### src/hdl/acsm_pkg.sv
// constants, field layout and decode helpers of the angle sensor
// configuration memory; shared by the top and both submodules
package acsm_pkg;

  typedef logic [3:0] acsm_addr_t;
  typedef logic [11:0] acsm_word_t;
  typedef logic [6:0][11:0] acsm_bank_t;

  // ==========================================================
  // word addresses
  localparam acsm_addr_t ADDR_RESV_LAST = 4'h3;
  localparam acsm_addr_t ADDR_USER_ID_1 = 4'h4;
  localparam acsm_addr_t ADDR_USER_ID_2 = 4'h5;
  localparam acsm_addr_t ADDR_ZERO_POINT = 4'h6;
  localparam acsm_addr_t ADDR_INCR_CFG = 4'h7;
  localparam acsm_addr_t ADDR_LOCK_CFG = 4'h8;
  localparam acsm_addr_t ADDR_DIAG_DIS = 4'h9;
  localparam acsm_addr_t ADDR_COMMUT_CFG = 4'ha;
  localparam int NUM_WORDS = 7;

  // ==========================================================
  // reset values of the stored words
  localparam acsm_word_t RST_USER_ID = 12'h000;
  localparam acsm_word_t RST_ZERO_POINT = 12'h000;
  localparam acsm_word_t RST_INCR_CFG = 12'h0a0;
  localparam acsm_word_t RST_LOCK_CFG = 12'h003;
  localparam acsm_word_t RST_DIAG_DIS = 12'h000;
  localparam acsm_word_t RST_COMMUT_CFG = 12'h052;

  // ==========================================================
  // field positions
  localparam int DIR_BIT = 9;
  localparam int ZFORM_BIT = 8;
  localparam int QOE_BIT = 7;
  localparam int HYS_LSB = 4;
  localparam int RES_LSB = 0;
  localparam int FLUX_DIS_BIT = 1;
  localparam int TRACK_DIS_BIT = 0;
  localparam logic [1:0] LOCK_OPEN = 2'h3;
  localparam logic [11:0] HALF_TURN = 12'h800;

  // hysteresis code to counts; -1 means hysteresis disabled
  function automatic logic signed [2:0] hys_counts(input logic [2:0] code);
    unique case (code)
      3'h0: hys_counts = -3'sd1;
      3'h1: hys_counts = 3'sd0;
      3'h3: hys_counts = 3'sd2;
      3'h4: hys_counts = 3'sd3;
      default: hys_counts = 3'sd1;
    endcase
  endfunction : hys_counts

  // resolution code to pulses per revolution
  function automatic logic [10:0] res_ppr(input logic [3:0] code);
    unique case (code)
      4'h0: res_ppr = 11'd1024;
      4'h1: res_ppr = 11'd512;
      4'h2: res_ppr = 11'd256;
      4'h3: res_ppr = 11'd128;
      4'h4: res_ppr = 11'd1000;
      4'h5: res_ppr = 11'd900;
      4'h6: res_ppr = 11'd800;
      4'h7: res_ppr = 11'd700;
      4'h8: res_ppr = 11'd600;
      4'h9: res_ppr = 11'd500;
      4'ha: res_ppr = 11'd400;
      4'hb: res_ppr = 11'd360;
      4'hc: res_ppr = 11'd300;
      4'hd: res_ppr = 11'd200;
      4'he: res_ppr = 11'd100;
      default: res_ppr = 11'd50;
    endcase
  endfunction : res_ppr

endpackage : acsm_pkg

### src/hdl/acsm_cfg_if.sv
// working incremental configuration from the top to the quadrature
// generator, and the generator's registered outputs back
`timescale 1ns/10ps
interface acsm_cfg_if;
  logic dir;
  logic zform;
  logic q_oe;
  logic [2:0] hys;
  logic [3:0] res;
  logic [11:0] zp;
  logic [11:0] angle;
  logic qa;
  logic qb;
  logic qz;
  logic qen;
  modport ctrl (output dir, zform, q_oe, hys, res, zp, angle,
                input qa, qb, qz, qen);
  modport gen (input dir, zform, q_oe, hys, res, zp, angle,
               output qa, qb, qz, qen);
endinterface : acsm_cfg_if

### src/hdl/acsm_nvm_array.sv
// non-volatile word store for addresses 0x04..0x0a
// assumes the caller has already checked mode, range and lock
`timescale 1ns/10ps
module acsm_nvm_array
  import acsm_pkg::*;
(
  input wire logic core_clk,
  input wire logic sys_rst,
  input wire logic wr_en,
  input wire logic [2:0] wr_idx,
  input wire acsm_pkg::acsm_word_t wr_data,
  output acsm_pkg::acsm_bank_t words
);
  import acsm_pkg::*;

  typedef struct packed {
    acsm_bank_t mem;
  } acsm_nvm_s;

  acsm_nvm_s st;
  acsm_nvm_s next_st;

  // ==========================================================
  // storage
  always_comb
  begin
    next_st = st;
    if (wr_en)
    begin
      next_st.mem[wr_idx] = wr_data;
    end
  end

  // reset stands in for a blank part: defaults of every word
  always_ff @(posedge core_clk or posedge sys_rst)
  begin
    if (sys_rst)
    begin
      st.mem[0] <= RST_USER_ID;
      st.mem[1] <= RST_USER_ID;
      st.mem[2] <= RST_ZERO_POINT;
      st.mem[3] <= RST_INCR_CFG;
      st.mem[4] <= RST_LOCK_CFG;
      st.mem[5] <= RST_DIAG_DIS;
      st.mem[6] <= RST_COMMUT_CFG;
    end
    else
    begin
      st <= next_st;
    end
  end

  assign words = st.mem;

endmodule : acsm_nvm_array

### src/hdl/acsm_quad_gen.sv
// incremental a/b/z generator with direction, zero point,
// hysteresis and resolution; angle input is synchronous
`timescale 1ns/10ps
module acsm_quad_gen
  import acsm_pkg::*;
(
  input wire logic core_clk,
  input wire logic sys_rst,
  acsm_cfg_if.gen cfg
);
  import acsm_pkg::*;

  typedef struct packed {
    logic [11:0] pos;
    logic [11:0] last_raw;
    logic last_up;
    logic move_up;
    logic qa;
    logic qb;
    logic qz;
    logic qen;
  } acsm_quad_s;

  acsm_quad_s st;
  acsm_quad_s next_st;
  logic [11:0] raw;
  logic [11:0] diff;
  logic [11:0] step;
  logic step_up;
  logic signed [2:0] hys_n;
  logic [23:0] scaled;
  logic [11:0] abz;

  always_comb
  begin
    next_st = st;
    // direction then zero point ahead of everything else
    raw = cfg.dir ? 12'(12'h000 - cfg.angle) : cfg.angle;
    raw = 12'(raw - cfg.zp);
    hys_n = hys_counts(cfg.hys);
    diff = 12'(raw - st.pos);
    step = 12'(raw - st.last_raw);
    step_up = ~diff[11];
    next_st.last_raw = raw;
    if (step != 12'h000)
    begin
      next_st.last_up = ~step[11];
    end
    if (hys_n < 0)
    begin
      next_st.pos = raw;
    end
    else if (hys_n == 3'sd0)
    begin
      // two steps the same way before the output moves
      if (step != 12'h000 && ~step[11] == st.last_up)
      begin
        next_st.pos = raw;
      end
    end
    else if (diff != 12'h000)
    begin
      // reversal must exceed n counts; same way follows at once
      if (step_up == st.move_up ||
          (step_up ? diff : 12'(12'h000 - diff)) >
            12'(hys_n))
      begin
        next_st.pos = raw;
        next_st.move_up = step_up;
      end
    end
    // full product needs 24 bits; dividing by 4096 keeps the top 12
    scaled = 24'(st.pos * {res_ppr(cfg.res), 2'b00});
    abz = scaled[23:12];
    next_st.qa = abz[1];
    next_st.qb = abz[1] ^ abz[0];
    next_st.qz = cfg.zform ? (st.pos < HALF_TURN)
                           : (abz == 12'h000);
    next_st.qen = cfg.q_oe;
  end

  always_ff @(posedge core_clk or posedge sys_rst)
  begin
    if (sys_rst)
    begin
      st <= '0;
    end
    else
    begin
      st <= next_st;
    end
  end

  assign cfg.qa = st.qa;
  assign cfg.qb = st.qb;
  assign cfg.qz = st.qz;
  assign cfg.qen = st.qen;

endmodule : acsm_quad_gen

### src/hdl/acsm_top.sv
// angle sensor configuration memory: word access port, lock,
// working copies of the stored words and the incremental outputs
// assumes a host controller drives the word port synchronously and
// presents the tracked 12-bit angle on angle_in every cycle
//
// Function
// - words 0..3 and above 0x0a refused; others only in user mode
// - after locking every write is rejected
// - copy words to working set at power-up, normal entry
// - two 12-bit id words, default zero
// - zero point offsets angle, 360/4096 per count
// - zero point feeds quadrature and commutation
// - incremental word bit layout fixed
// - direction bit selects counting sense
// - z normal form marks zero position
// - z switch form high below half turn
// - output enable low floats a, b, z; here only quad_oe goes low, a, b, z keep driving
// - hysteresis code decode table
// - disabled hysteresis follows angle directly
// - zero-count hysteresis needs two steps same way
// - commutation settings kept at word 0x0a
// - lock field other than 3 locks memory
// - lock never clears, contents frozen
// - diagnosis disable bits for flux and tracking
// - resolution code to pulses per revolution
`timescale 1ns/10ps
module acsm_top
  import acsm_pkg::*;
(
  input wire logic core_clk,
  input wire logic sys_rst,
  input wire logic user_mode,
  input wire logic acc_req,
  input wire logic acc_write,
  input wire acsm_pkg::acsm_addr_t acc_addr,
  input wire acsm_pkg::acsm_word_t acc_wdata,
  input wire logic [11:0] angle_in,
  output acsm_pkg::acsm_word_t acc_rdata,
  output logic acc_ack,
  output logic acc_err,
  output logic mem_locked,
  output logic quad_a,
  output logic quad_b,
  output logic quad_z,
  output logic quad_oe,
  output logic [11:0] commut_angle,
  output acsm_pkg::acsm_word_t commut_config,
  output logic flux_check_en,
  output logic track_check_en
);
  import acsm_pkg::*;

  // ==========================================================
  // state
  typedef struct packed {
    acsm_word_t work_zp;
    acsm_word_t work_incr;
    acsm_word_t work_lock;
    acsm_word_t work_diag;
    acsm_word_t work_commut;
    logic mode_user;
    logic load_pend;
    acsm_word_t rdata;
    logic ack;
    logic err;
    logic locked;
    logic [11:0] commut_ang;
    logic flux_en;
    logic track_en;
  } acsm_top_s;

  acsm_top_s st;
  acsm_top_s next_st;
  acsm_bank_t words;
  logic wr_en;
  logic [2:0] wr_idx;
  logic in_map;
  logic permitted;
  logic store_locked;
  logic [11:0] dir_angle;

  acsm_cfg_if cfg_bus ();

  // ==========================================================
  // word store
  acsm_nvm_array u_nvm (
    .core_clk (core_clk),
    .sys_rst (sys_rst),
    .wr_en (wr_en),
    .wr_idx (wr_idx),
    .wr_data (acc_wdata),
    .words (words)
  );

  // ==========================================================
  // incremental output generator
  acsm_quad_gen u_quad (
    .core_clk (core_clk),
    .sys_rst (sys_rst),
    .cfg (cfg_bus.gen)
  );

  // working copy drives the outputs, never the stored word, so a
  // fresh write stays inactive until the next load
  assign cfg_bus.dir = st.work_incr[DIR_BIT];
  assign cfg_bus.zform = st.work_incr[ZFORM_BIT];
  assign cfg_bus.q_oe = st.work_incr[QOE_BIT];
  assign cfg_bus.hys = st.work_incr[HYS_LSB +: 3];
  assign cfg_bus.res = st.work_incr[RES_LSB +: 4];
  assign cfg_bus.zp = st.work_zp;
  assign cfg_bus.angle = angle_in;

  // ==========================================================
  // access decode
  always_comb
  begin
    // lock is judged from the stored word so it bites at once
    store_locked = words[ADDR_LOCK_CFG - ADDR_USER_ID_1][1:0]
                   != LOCK_OPEN;
    in_map = acc_addr > ADDR_RESV_LAST &&
             acc_addr <= ADDR_COMMUT_CFG;
    permitted = in_map && user_mode;
    wr_idx = 3'(acc_addr - ADDR_USER_ID_1);
    wr_en = acc_req && acc_write && permitted &&
            !store_locked;
  end

  // ==========================================================
  // next state
  always_comb
  begin
    next_st = st;
    next_st.ack = 1'b0;
    next_st.mode_user = user_mode;
    next_st.locked = store_locked;
    if (acc_req)
    begin
      next_st.ack = 1'b1;
      next_st.err = !permitted || (acc_write && store_locked);
      if (!acc_write && permitted)
      begin
        next_st.rdata = words[wr_idx];
      end
      else
      begin
        next_st.rdata = 12'h000;
      end
    end
    // power-up copy, and again on every drop out of user mode
    if (st.load_pend || (st.mode_user && !user_mode))
    begin
      next_st.load_pend = 1'b0;
      next_st.work_zp = words[ADDR_ZERO_POINT - ADDR_USER_ID_1];
      next_st.work_incr = words[ADDR_INCR_CFG - ADDR_USER_ID_1];
      next_st.work_lock = words[ADDR_LOCK_CFG - ADDR_USER_ID_1];
      next_st.work_diag = words[ADDR_DIAG_DIS - ADDR_USER_ID_1];
      next_st.work_commut =
        words[ADDR_COMMUT_CFG - ADDR_USER_ID_1];
      next_st.flux_en = !next_st.work_diag[FLUX_DIS_BIT];
      next_st.track_en = !next_st.work_diag[TRACK_DIS_BIT];
    end
    // commutation sees the same zero point as the quadrature
    dir_angle = st.work_incr[DIR_BIT] ? 12'(12'h000 - angle_in)
                                      : angle_in;
    next_st.commut_ang = 12'(dir_angle - st.work_zp);
  end

  // ==========================================================
  // registers
  always_ff @(posedge core_clk or posedge sys_rst)
  begin
    if (sys_rst)
    begin
      st.work_zp <= RST_ZERO_POINT;
      st.work_incr <= RST_INCR_CFG;
      st.work_lock <= RST_LOCK_CFG;
      st.work_diag <= RST_DIAG_DIS;
      st.work_commut <= RST_COMMUT_CFG;
      st.mode_user <= 1'b0;
      st.load_pend <= 1'b1;
      st.rdata <= 12'h000;
      st.ack <= 1'b0;
      st.err <= 1'b0;
      st.locked <= 1'b0;
      st.commut_ang <= 12'h000;
      st.flux_en <= !RST_DIAG_DIS[FLUX_DIS_BIT];
      st.track_en <= !RST_DIAG_DIS[TRACK_DIS_BIT];
    end
    else
    begin
      st <= next_st;
    end
  end

  // ==========================================================
  // outputs
  assign acc_rdata = st.rdata;
  assign acc_ack = st.ack;
  assign acc_err = st.err;
  assign mem_locked = st.locked;
  assign quad_a = cfg_bus.qa;
  assign quad_b = cfg_bus.qb;
  assign quad_z = cfg_bus.qz;
  assign quad_oe = cfg_bus.qen;
  assign commut_angle = st.commut_ang;
  assign commut_config = st.work_commut;
  assign flux_check_en = st.flux_en;
  assign track_check_en = st.track_en;

endmodule : acsm_top

### config.mk
export PLATFORM = sky130hd
export DESIGN_NAME = acsm_top
export DESIGN_NICKNAME = d
export VERILOG_FILES = /design/src/hdl/acsm_pkg.sv /design/src/hdl/acsm_cfg_if.sv /design/src/hdl/acsm_nvm_array.sv /design/src/hdl/acsm_quad_gen.sv /design/src/hdl/acsm_top.sv
export SDC_FILE = /design/constraint.sdc
export NUM_CORES = 1
export LEC_CHECK = 0
export BUFFER_PORTS_ARGS = -buffer_cell sky130_fd_sc_hd__buf_2
export CORE_ASPECT_RATIO = 1.75
export CORE_MARGIN = 4
export CORE_UTILIZATION = 40
export CTS_CLUSTER_SIZE = 30
export DETAILED_ROUTE_END_ITERATION = 7
export PLACE_DENSITY = 0.55
export SYNTH_ARGS = -nofsm -noshare
export SYNTH_HDL_FRONTEND = slang
export SYNTH_HIERARCHICAL = 1
export SYNTH_SLANG_ARGS = --single-unit
export TNS_END_PERCENT = 1
### constraint.sdc
create_clock -name core_clk -period 15.7 [get_ports core_clk]
set_input_delay 2.355 -clock core_clk [delete_from_list [all_inputs] [get_ports core_clk]]
set_output_delay 2.355 -clock core_clk [all_outputs]
set_load 0.01 [all_outputs]
==> results by stage, run 1 <==
Outcome:
- The run finished with clean final reports.

Global routing:
- Summed over all layers, the global routing overflow is 0.
- The first-pass GRT wire length is 63400 microns.
- The number of global-route vias before repair is between 10000 and 15000.
- The largest net degree at the start of global routing is 68.
- For this run, the total global-route usage over all layers was measured as between 10% and 20%.
- The number of antenna violations at the first check in global routing was 7.

Drt:
- In the routed design, unresolved DRC markers number 0.
- The violation count after the first detailed-route iteration is 440.
- The via count of the routed design is around 11000.
- The via density per instance is 5.46.
- Dividing the detail-routed wire length by the instance count gives 19.5 microns.
- The number of iterations in the first detailed-routing pass is 5.
- In this run the remaining antenna-violating nets after routing total 0.
- Summed over all layers, the routed wires come to 39200 microns.

Timing:
- At the pin with the least slew margin, the transition time is 1.30 ns.
- The max-slew violation count is 0.
- The final hold violation count was 0.
- The maximum clock rate is 108 MHz.
- The post-route setup TNS is 0 ns.
- The worst setup slack after layout is 6.42 ns.
- The headroom to the max-slew limit is 13.1%.
- Setup repair after global routing left no endpoint under its margin.
- The largest clock skew in the final design is between 0.015 and 0.02 ns.
- Setup violations remaining at the end of the flow were counted as 0.
- The worst path uses 59.1% of the clock period.
- The time the final worst path needs with I/O delays and setup is 9.28 ns.

Worst setup path:
- STA classifies the critical path startpoint as an input port.
- The count of buffer and inverter cells on the critical path is 1.
- The peak per-stage delay on the critical path is 1.03 ns.
- On the critical path the largest part of the delay comes from compound AO/OA/AOI/OAI gates.
- The data arrival at the endpoint of the critical path is 9.59 ns.
- For this design, the slowest cell found on the critical path is sky130_fd_sc_hd__xor2_1.
- Data on the critical path is required at its endpoint by 16.01 ns.
- The path type of the worst setup path is in2reg.
- The critical path's most frequent cell is sky130_fd_sc_hd__o21ai_0.
- The maximum fanout along the worst path is 17.
- STA classifies the critical path endpoint as a flop.

Logic synthesis:
- The flop and latch count out of synthesis is 179.
- The synthesized netlist cell count is between 1500 and 2000.
- The unique cell type count in the Yosys netlist is 74.
- In this run the biggest area consumer among cell types represents 27.2% of the synthesized area.
- For this run, the register share of the synthesized area comes to a little under 30%.
- When the netlist entered floorplanning its net count stood at 1748.
- The summed instance area of the synthesized netlist is 15100 sq um.
- The count of flip-flops with a built-in enable after synthesis is 0.
- The async set-reset flop share out of synthesis is 100%.
- The most frequently used flop master after synthesis is sky130_fd_sc_hd__dfrtp_1.
- By area the synthesized netlist is led by sky130_fd_sc_hd__dfrtp_1, sky130_fd_sc_hd__fa_1, sky130_fd_sc_hd__ha_1.
- For this run, the number of Yosys warnings is 6.
- Dividing the synthesized area by the synthesized cell count gives 10.0 sq um.
- The biggest area contributor in the post-synthesis netlist is sky130_fd_sc_hd__dfrtp_1.

Place:
- Timing analysis after detailed placement gives a worst setup slack of 6.03 ns.
- Buffers placed on the I/O ports in this run total 77.
- Summed over all nets, the half-perimeter wirelength after detailed placement is just over 30000 microns.
- The congestion estimate from routability-driven global placement came to 0.851.

Clock network:
- The total CTS buffers is 17.
- The quantity of gates resized following cts is 0.
- CTS saw 179 sinks.
- Clock-pin slew was measured on the worst setup and hold paths at roughly 0.080 ns.
- TritonCTS built the clock tree.
- The clock latency on the worst-skew pair is 0.45 ns.
- In this run, post-CTS hold repair placed 0 buffers.
- The number of buffers added for setup after CTS is 0.
- The clock passes through at most 2 buffers.
- The H-tree generated during clock tree synthesis spans 4 levels.
- The master cell of the clock root buffer is sky130_fd_sc_hd__clkbuf_16.

Floorplan:
- The floorplan step set the die height to 265 microns.
- The core box area is between 30000 and 40000 sq um.
- The floorplan row count is 93.
- The width of the die is between 150 and 200 microns.
- The count of pins on the block boundary is 78.
- The starting density of the core is 40.7%.
- The die covers between 40000 and 50000 sq um.

Cells and area:
- The total area of multi-input combinational cells is around 9400 sq um.
- The register area is 4500 sq um.
- The number of filler instances in the final layout is between 3000 and 4000.
- The area growth from synthesis to layout is 7.62%.
- The fraction of final layout cells sized beyond drive strength 1 is a little under a fifth.
- In the final design database the tool counted 1764 nets.

Power and ir drop:
- The share of total power dissipated in combinational logic is 26.1%.
- The power density of the placed cells is 75.6 nW/um^2.
- The highest ir drop seen on vdd is roughly 120 uV.
- The switching power share of the total is between 30% and 40%.
- Sequential cells account for 39.7% of the total power.
- The static leakage power is 7.50 nW.
- Per report_power, the clock group accounts for 34.2% of the total.
- The net switching component of the power is 0.424 mW.
- The internal power of the cells totals 0.806 mW.

Worst hold path:
- The worst min-delay path class is reg2reg.

Run:
- Across the run, the number of max-cap violations was 0.
==> synthesized netlist by cell type (all sizes together) (17+ instances only) <==
master	n
a211oi	18
a21oi	45
and2	52
buf	54
clkbuf	45
dfrtp	164
fa	81
ha	125
inv	178
mux2	121
nand2	92
nor2	72
nor2b	17
nor3	38
o211ai	19
o21a	18
o21ai	83
xnor2	48
xor2	21
==> layer usage <==
layer / up-vias / share of wire, % / GRT usage (%)
met3: 87 / 2.8 / 2.98
met5: - / 0.12 / 0
met2: 193 / 57 / 38.1
met4: 8 / 4.7 / 9.44
met1: 5510 / 36 / 19.6
li1: 5205 / - / -
==> worst paths after layout <==
path / start / end / slack (ns) / depth (start not counted)
max: angle_in[2] / u_quad/st[25]$_DFFE_PP0P_ / 6.42 / 32
min: cfg_bus.q_oe$_DFFE_PP1P_ / u_quad/cfg.qen$_DFF_PP0_ / 0.39 / 0
max reg2reg: cfg_bus.dir$_DFFE_PP0P_ / u_quad/st[25]$_DFFE_PP0P_ / 8.13 / 29
min reg2reg: cfg_bus.q_oe$_DFFE_PP1P_ / u_quad/cfg.qen$_DFF_PP0_ / 0.39 / 0
max in group asynchronous: sys_rst / u_nvm/words[32]$_DFFE_PP0P_ / 12.65 / 3
min in group asynchronous: sys_rst / u_nvm/words[10]$_DFFE_PP0P_ / 1.86 / 2
==> logic make-up (layout without fill, tap and decap cells) <==
| logic type | Yosys count | after routing | synth area share, % |
|---|---|---|---|
| buf+inv | 278 | 307 | 8.18 |
| fa+ha+maj | 206 | 206 | 21.1 |
| xor+xnor | 69 | 69 | 4.12 |
| flops | 179 | 179 | 29.8 |
| other cells | 1 | 4 | 0.0248 |
| compound gates | 285 | 285 | 12.6 |
| mux | 148 | 148 | 12.5 |
| simple gates | 343 | 343 | 11.7 |
==> final cells by class <==
type                            instances  share of cell area, %
Sequential cell                       179                   27.7
Clock buffer                           18                   2.64
Clock inverter                         14                  0.877
Multi-Input combinational cell       1052                   57.7
Timing Repair Buffer                   96                   3.25
Antenna cell                            3                 0.0462
Inverter                              179                   4.15
Tap cell                              475                   3.65
==> layout by cell type, fill, tap and decap left out, types with 52 or more instances in the layout <==
cell type	instances
sky130_fd_sc_hd__mux2_2	91
sky130_fd_sc_hd__nor2_1	72
sky130_fd_sc_hd__fa_1	81
sky130_fd_sc_hd__nand2_1	92
sky130_fd_sc_hd__o21ai_0	81
sky130_fd_sc_hd__and2_1	52
sky130_fd_sc_hd__dfrtp_1	164
sky130_fd_sc_hd__ha_1	125
sky130_fd_sc_hd__inv_1	176
sky130_fd_sc_hd__buf_2	77
==> through the flow <==
stage               hold slack (ns)  total power, mW  instance area [sq um]  cells  utilization, %
finish                        0.392             1.23                  16300   2016            43.8
global placement              0.389            0.816                  15700   1981            42.2
detailed placement            0.390            0.819                  15700   1981            42.2
global route                  0.389             1.30                  16300   2015            43.8
CTS                           0.394             1.25                  16300   2013            43.8
floorplan                     0.386            0.731                  15100   1509               -
==> power groups by stage <==
stage	combinational (mW)	sequential [mW]	clock, mW
6_report	0.321	0.488	0.420
5_1_grt	0.359	0.490	0.451
4_1_cts	0.323	0.488	0.434
3_5_place_dp	0.321	0.497	0
3_3_place_gp	0.319	0.497	0
2_1_floorplan	0.242	0.489	0
==> worst reg2reg max path: cells and delay by family, from the launching register on <==
kind	cells	cell delay [ns]
xor gates and xnor gates	5	1.90
DFF	1	0.67
adders and majority gates	3	1.02
and+or+nand+nor	6	1.11
buffers and inverters	1	0.29
AOI/OAI and AO/OA	14	2.45
==> sequential cells by signal, summed over array words and instances (netlist names), 2 cells and up <==
signal         count
commut_config     12
cfg_bus.zp        12
cfg_bus.hys        3
acc_rdata         12
st                 2
u_quad/st         26
commut_angle      12
cfg_bus.res        4
u_nvm/words       84
(Power assumes the default switching activity.)
==> run 2: changes to the inputs <==
PLACE_DENSITY = 0.57   (was 0.55)
clock period = 8.19 ns   (was 15.7 ns; I/O delays follow)
==> run 2 against run 1 <==
Sequential share of layout area fell by 0.10 points. Combinational power increased by 99%. Worst setup slack worse by 5.8 ns. Critical path depth rose by 2. Die area is the same. First-iteration DRC count up 14%. Cell count rose by 0.50%. Largest power group unchanged.
==> results by stage, run 2 (synthesized netlist as in run 1, its figures left out) <==
Outcome:
- The flow ran to the end, and the final reports show no timing, DRC or antenna violations.

Worst setup path:
- The worst setup path is launched from an input port.
- The kind of cell with the highest combined delay on the critical path is compound AO/OA/AOI/OAI gates.
- The worst setup path is of the in2reg kind.
- The instance count on the critical path was 34 (+6.3%).
- The maximum fanout along the worst path is 13 (-4).
- The count of buffer and inverter cells on the critical path is 2 (+1).
- The data arrival at the endpoint of the critical path is 7.86 ns (-1.73 ns).
- The required arrival time at the worst endpoint came to 8.49 ns (-7.52 ns).
- In this run the worst setup path terminates at u_quad/st[21]$_DFFE_PP0P_.
- The most critical setup path has its startpoint at angle_in[0].
- The register-to-register setup slack is 0.91 ns (-7.22 ns).
- The peak per-stage delay on the critical path is 0.37 ns (-0.66 ns).
- The critical path's most frequent cell is sky130_fd_sc_hd__o21ai_0.
- The terminus of the critical flop-to-flop path is u_quad/cfg.qz$_DFF_PP0_.
- The startpoint of the worst register-to-register path is cfg_bus.res[1]$_DFFE_PP0P_.
- The cell count of the worst reg-to-reg path is 24 (-17%).
- The endpoint type of the worst setup path is a flop.
- The cell with the biggest individual delay on the critical path is sky130_fd_sc_hd__a21o_1.

Global routing:
- The global router's overall resource usage came to 19.4% (-0.098 points).
- The global route total overflow came to 0 (unchanged).
- The met3 usage is 2.00% (-0.98 points).
- The met1 global-route usage is 19.4% (-0.18 points).
- The number of global-route vias before repair is 11800 (+0.21%).
- The global routing stage identified its most utilized layer as met2.
- The number of antenna violations at the first check in global routing is 0 (-7).
- The largest net degree at the start of global routing is 69 (+1.5%).
- The global routing met2 resource utilization is 37.9% (-0.20 points).
- The first-pass GRT wire length was 63100 microns (-0.40%).

Floorplan:
- The width of the die came to 155 microns (unchanged).
- The core box area is 37100 sq um (unchanged).
- The area enclosed by the die boundary is 41100 sq um (unchanged).
- The chip height is 265 microns (unchanged).
- The floorplan row count was 93 (unchanged).
- The count of pins on the block boundary was 78 (unchanged).
- The starting density of the core came to 40.7% (unchanged).

Drt:
- The number of DRC violations after detailed routing is 0 (unchanged).
- The violation count after the first detailed-route iteration is 502 (+14%).
- The via count of the routed design is 11000 (+0.15%).
- The number of iterations in the first detailed-routing pass is 5 (unchanged).
- The remaining antenna violation count was 0 (unchanged).
- The via density per instance is 5.44 (-0.34%).
- The per-cell routed wire length came to 19.1 microns (-1.7%).
- The sum of routed wire length over all layers is 38800 microns (-1.2%).

Power and ir drop:
- The sum of internal, switching and leakage power is 2.34 mW (+90%).
- The highest ir drop seen on vdd came to 191 uV (+58%).
- The power density of the placed cells came to 143 nW/um^2 (+89%).
- The switching power share of the total was 33.4% (-1.1 points).
- The cell-internal power is 1.56 mW (+93%).
- The sequential cell fraction of total power is 40.1% (+0.4 points).
- The part of the total power dissipated in the clock network is 32.6% (-1.6 points).
- The static leakage power is 7.55 nW (+0.63%).
- The net switching component of the power is 0.780 mW (+84%).
- The part of the total power dissipated in combinational logic is 27.3% (+1.2 points).

Clock network:
- The clock latency on the worst-skew pair was 0.45 ns (about the same).
- The total number of clock tree sinks is 179 (unchanged).
- The total CTS buffers is 17 (unchanged).
- The clock tree from TritonCTS is yes.
- The number of buffers between clock root and the deepest sink was 2 (unchanged).
- The count of hold buffers inserted by post-cts repair was 0 (unchanged).
- The number of buffers added for setup after CTS came to 0 (unchanged).
- The number of H-tree levels is 4 (unchanged).
- The tree is rooted in a sky130_fd_sc_hd__clkbuf_16.
- The clock transition at the registers of the reported paths is 0.07 ns (about the same).

Timing:
- Of the available clock period, the critical path in the final layout requires slightly above 90%.
- The largest clock skew in the final design is 0.0132 ns (-0.00312 ns).
- The worst hold slack came to 0.401 ns (+0.00947 ns).
- The post-route setup TNS is 0 ns (unchanged).
- The headroom to the max-slew limit came to 30.8% (+18 points).
- The maximum clock rate is 132 MHz.
- The max-slew violation count is 0 (unchanged).
- The time the final worst path needs with I/O delays and setup is 7.57 ns.
- The final hold violation count is 0 (unchanged).
- The number of setup violations in the final report is 0 (unchanged).
- The pin slew with the least headroom to its limit is 1.03 ns (-0.269 ns).

Cells and area:
- The number of filler instances in the final layout is 3561 (-2.0%).
- The fraction of final layout cells sized beyond drive strength 1 is 19.8% (+0.63 points).
- The layout overhead on the synthesized area is 8.02%.
- The post-layout utilization of the core was 44.0% (+0.17 points).
- The library cell used most frequently in the layout, excluding fill and tap cells, is sky130_fd_sc_hd__inv_1.
- The post-layout instance count excluding filler cells is 2026 (+0.50%).
- The number of nets in the final layout is 1777 (+0.74%).
- The number of flip-flops in the largest register is 84 (unchanged).
- The library cells used most frequently in the layout, excluding fill and tap cells, are sky130_fd_sc_hd__inv_1, sky130_fd_sc_hd__dfrtp_1, sky130_fd_sc_hd__ha_1, sky130_fd_sc_hd__nand2_1, sky130_fd_sc_hd__mux2_2.

Worst hold path:
- The startpoint identified for the worst hold timing path is cfg_bus.q_oe$_DFFE_PP1P_.
- The path class of the tightest hold or removal check is reg2reg.
- The number of cells traversed by the worst hold path came to 0 (unchanged).

Place:
- The weighted congestion at the end of routability-driven global placement came to 0.876 (+2.9%).
- The number of buffer cells added on primary ports is 77 (unchanged).
- The half-perimeter wire length of the detailed placement result came to 31300 microns (+0.36%).
- The number of placed cells counting well taps came to 1994 (+0.66%).

Run:
- The max-capacitance violation count came to 0 (unchanged).
## run 2: worst register-to-register path, stage by stage, from the launching register on
cell                        delay, ns
sky130_fd_sc_hd__dfrtp_1         0.52
sky130_fd_sc_hd__inv_1           0.14
sky130_fd_sc_hd__ha_1            0.23
sky130_fd_sc_hd__nand2b_1        0.38
sky130_fd_sc_hd__o211ai_1        0.20
sky130_fd_sc_hd__o21ai_0         0.11
sky130_fd_sc_hd__buf_4           0.21
sky130_fd_sc_hd__and2_1          0.19
sky130_fd_sc_hd__fa_1            0.45
sky130_fd_sc_hd__fa_1            0.55
sky130_fd_sc_hd__inv_1           0.05
sky130_fd_sc_hd__fa_1            0.48
sky130_fd_sc_hd__inv_1           0.06
sky130_fd_sc_hd__fa_1            0.50
sky130_fd_sc_hd__fa_1            0.49
sky130_fd_sc_hd__ha_1            0.23
sky130_fd_sc_hd__nor2_1          0.10
sky130_fd_sc_hd__o311ai_0        0.22
sky130_fd_sc_hd__a41oi_1         0.54
sky130_fd_sc_hd__o21ai_0         0.26
sky130_fd_sc_hd__o21ai_0         0.26
sky130_fd_sc_hd__a21oi_1         0.13
sky130_fd_sc_hd__a2111oi_0       0.40
sky130_fd_sc_hd__nor2_1          0.07
sky130_fd_sc_hd__o32ai_1         0.39
## run 2: final cells by class
type                       count  area, sq um  area share (%)
sequential                   179         4500            27.6
timing repair buffer         109          626            3.83
multi-input combinational   1052         9400            57.6
tap                          475          594            3.64
clock inverter                10         76.3           0.468
antenna                        1         2.50          0.0153
inverter                     179          673            4.12
clock buffer                  21          450            2.76
## run 2: metal layers
layer  wire length, microns  part of all wire [%]
met2                  21900                    57
met3                    681                   1.8
met1                  13900                    36
met4                   2240                   5.8
met5                      0                     0
## run 2: how the worst min path moves through the flow
stage / end
2_1_floorplan: u_quad/cfg.qen$_DFF_PP0_
3_3_place_gp: u_quad/cfg.qen$_DFF_PP0_
3_5_place_dp: u_quad/cfg.qen$_DFF_PP0_
4_1_cts: u_quad/cfg.qen$_DFF_PP0_
5_1_grt: u_quad/cfg.qen$_DFF_PP0_
6_report: u_quad/cfg.qen$_DFF_PP0_
## run 2: repair_timing
item	4_1_cts	5_1_grt
gates resized for setup	0	2
endpoints found under the setup margin	0	12
endpoints found under the hold margin	0	0
## run 2: metrics by stage
step / setup WS (ns) / cell area (sq um)
after floorplan: 1.29 / 15100
after global routing: -0.0428 / 16300
after CTS: 0.608 / 16300
after detailed placement: 0.189 / 15800
final: 0.625 / 16300
after global placement: 0.337 / 15800
## run 2: power groups by stage
stage	Sequential, mW	Combinational [mW]	Clock [mW]
floorplan	0.937	0.464	0
global placement	0.953	0.620	0
detailed placement	0.953	0.629	0
CTS	0.936	0.634	0.787
global route	0.940	0.708	0.816
finish	0.937	0.638	0.760
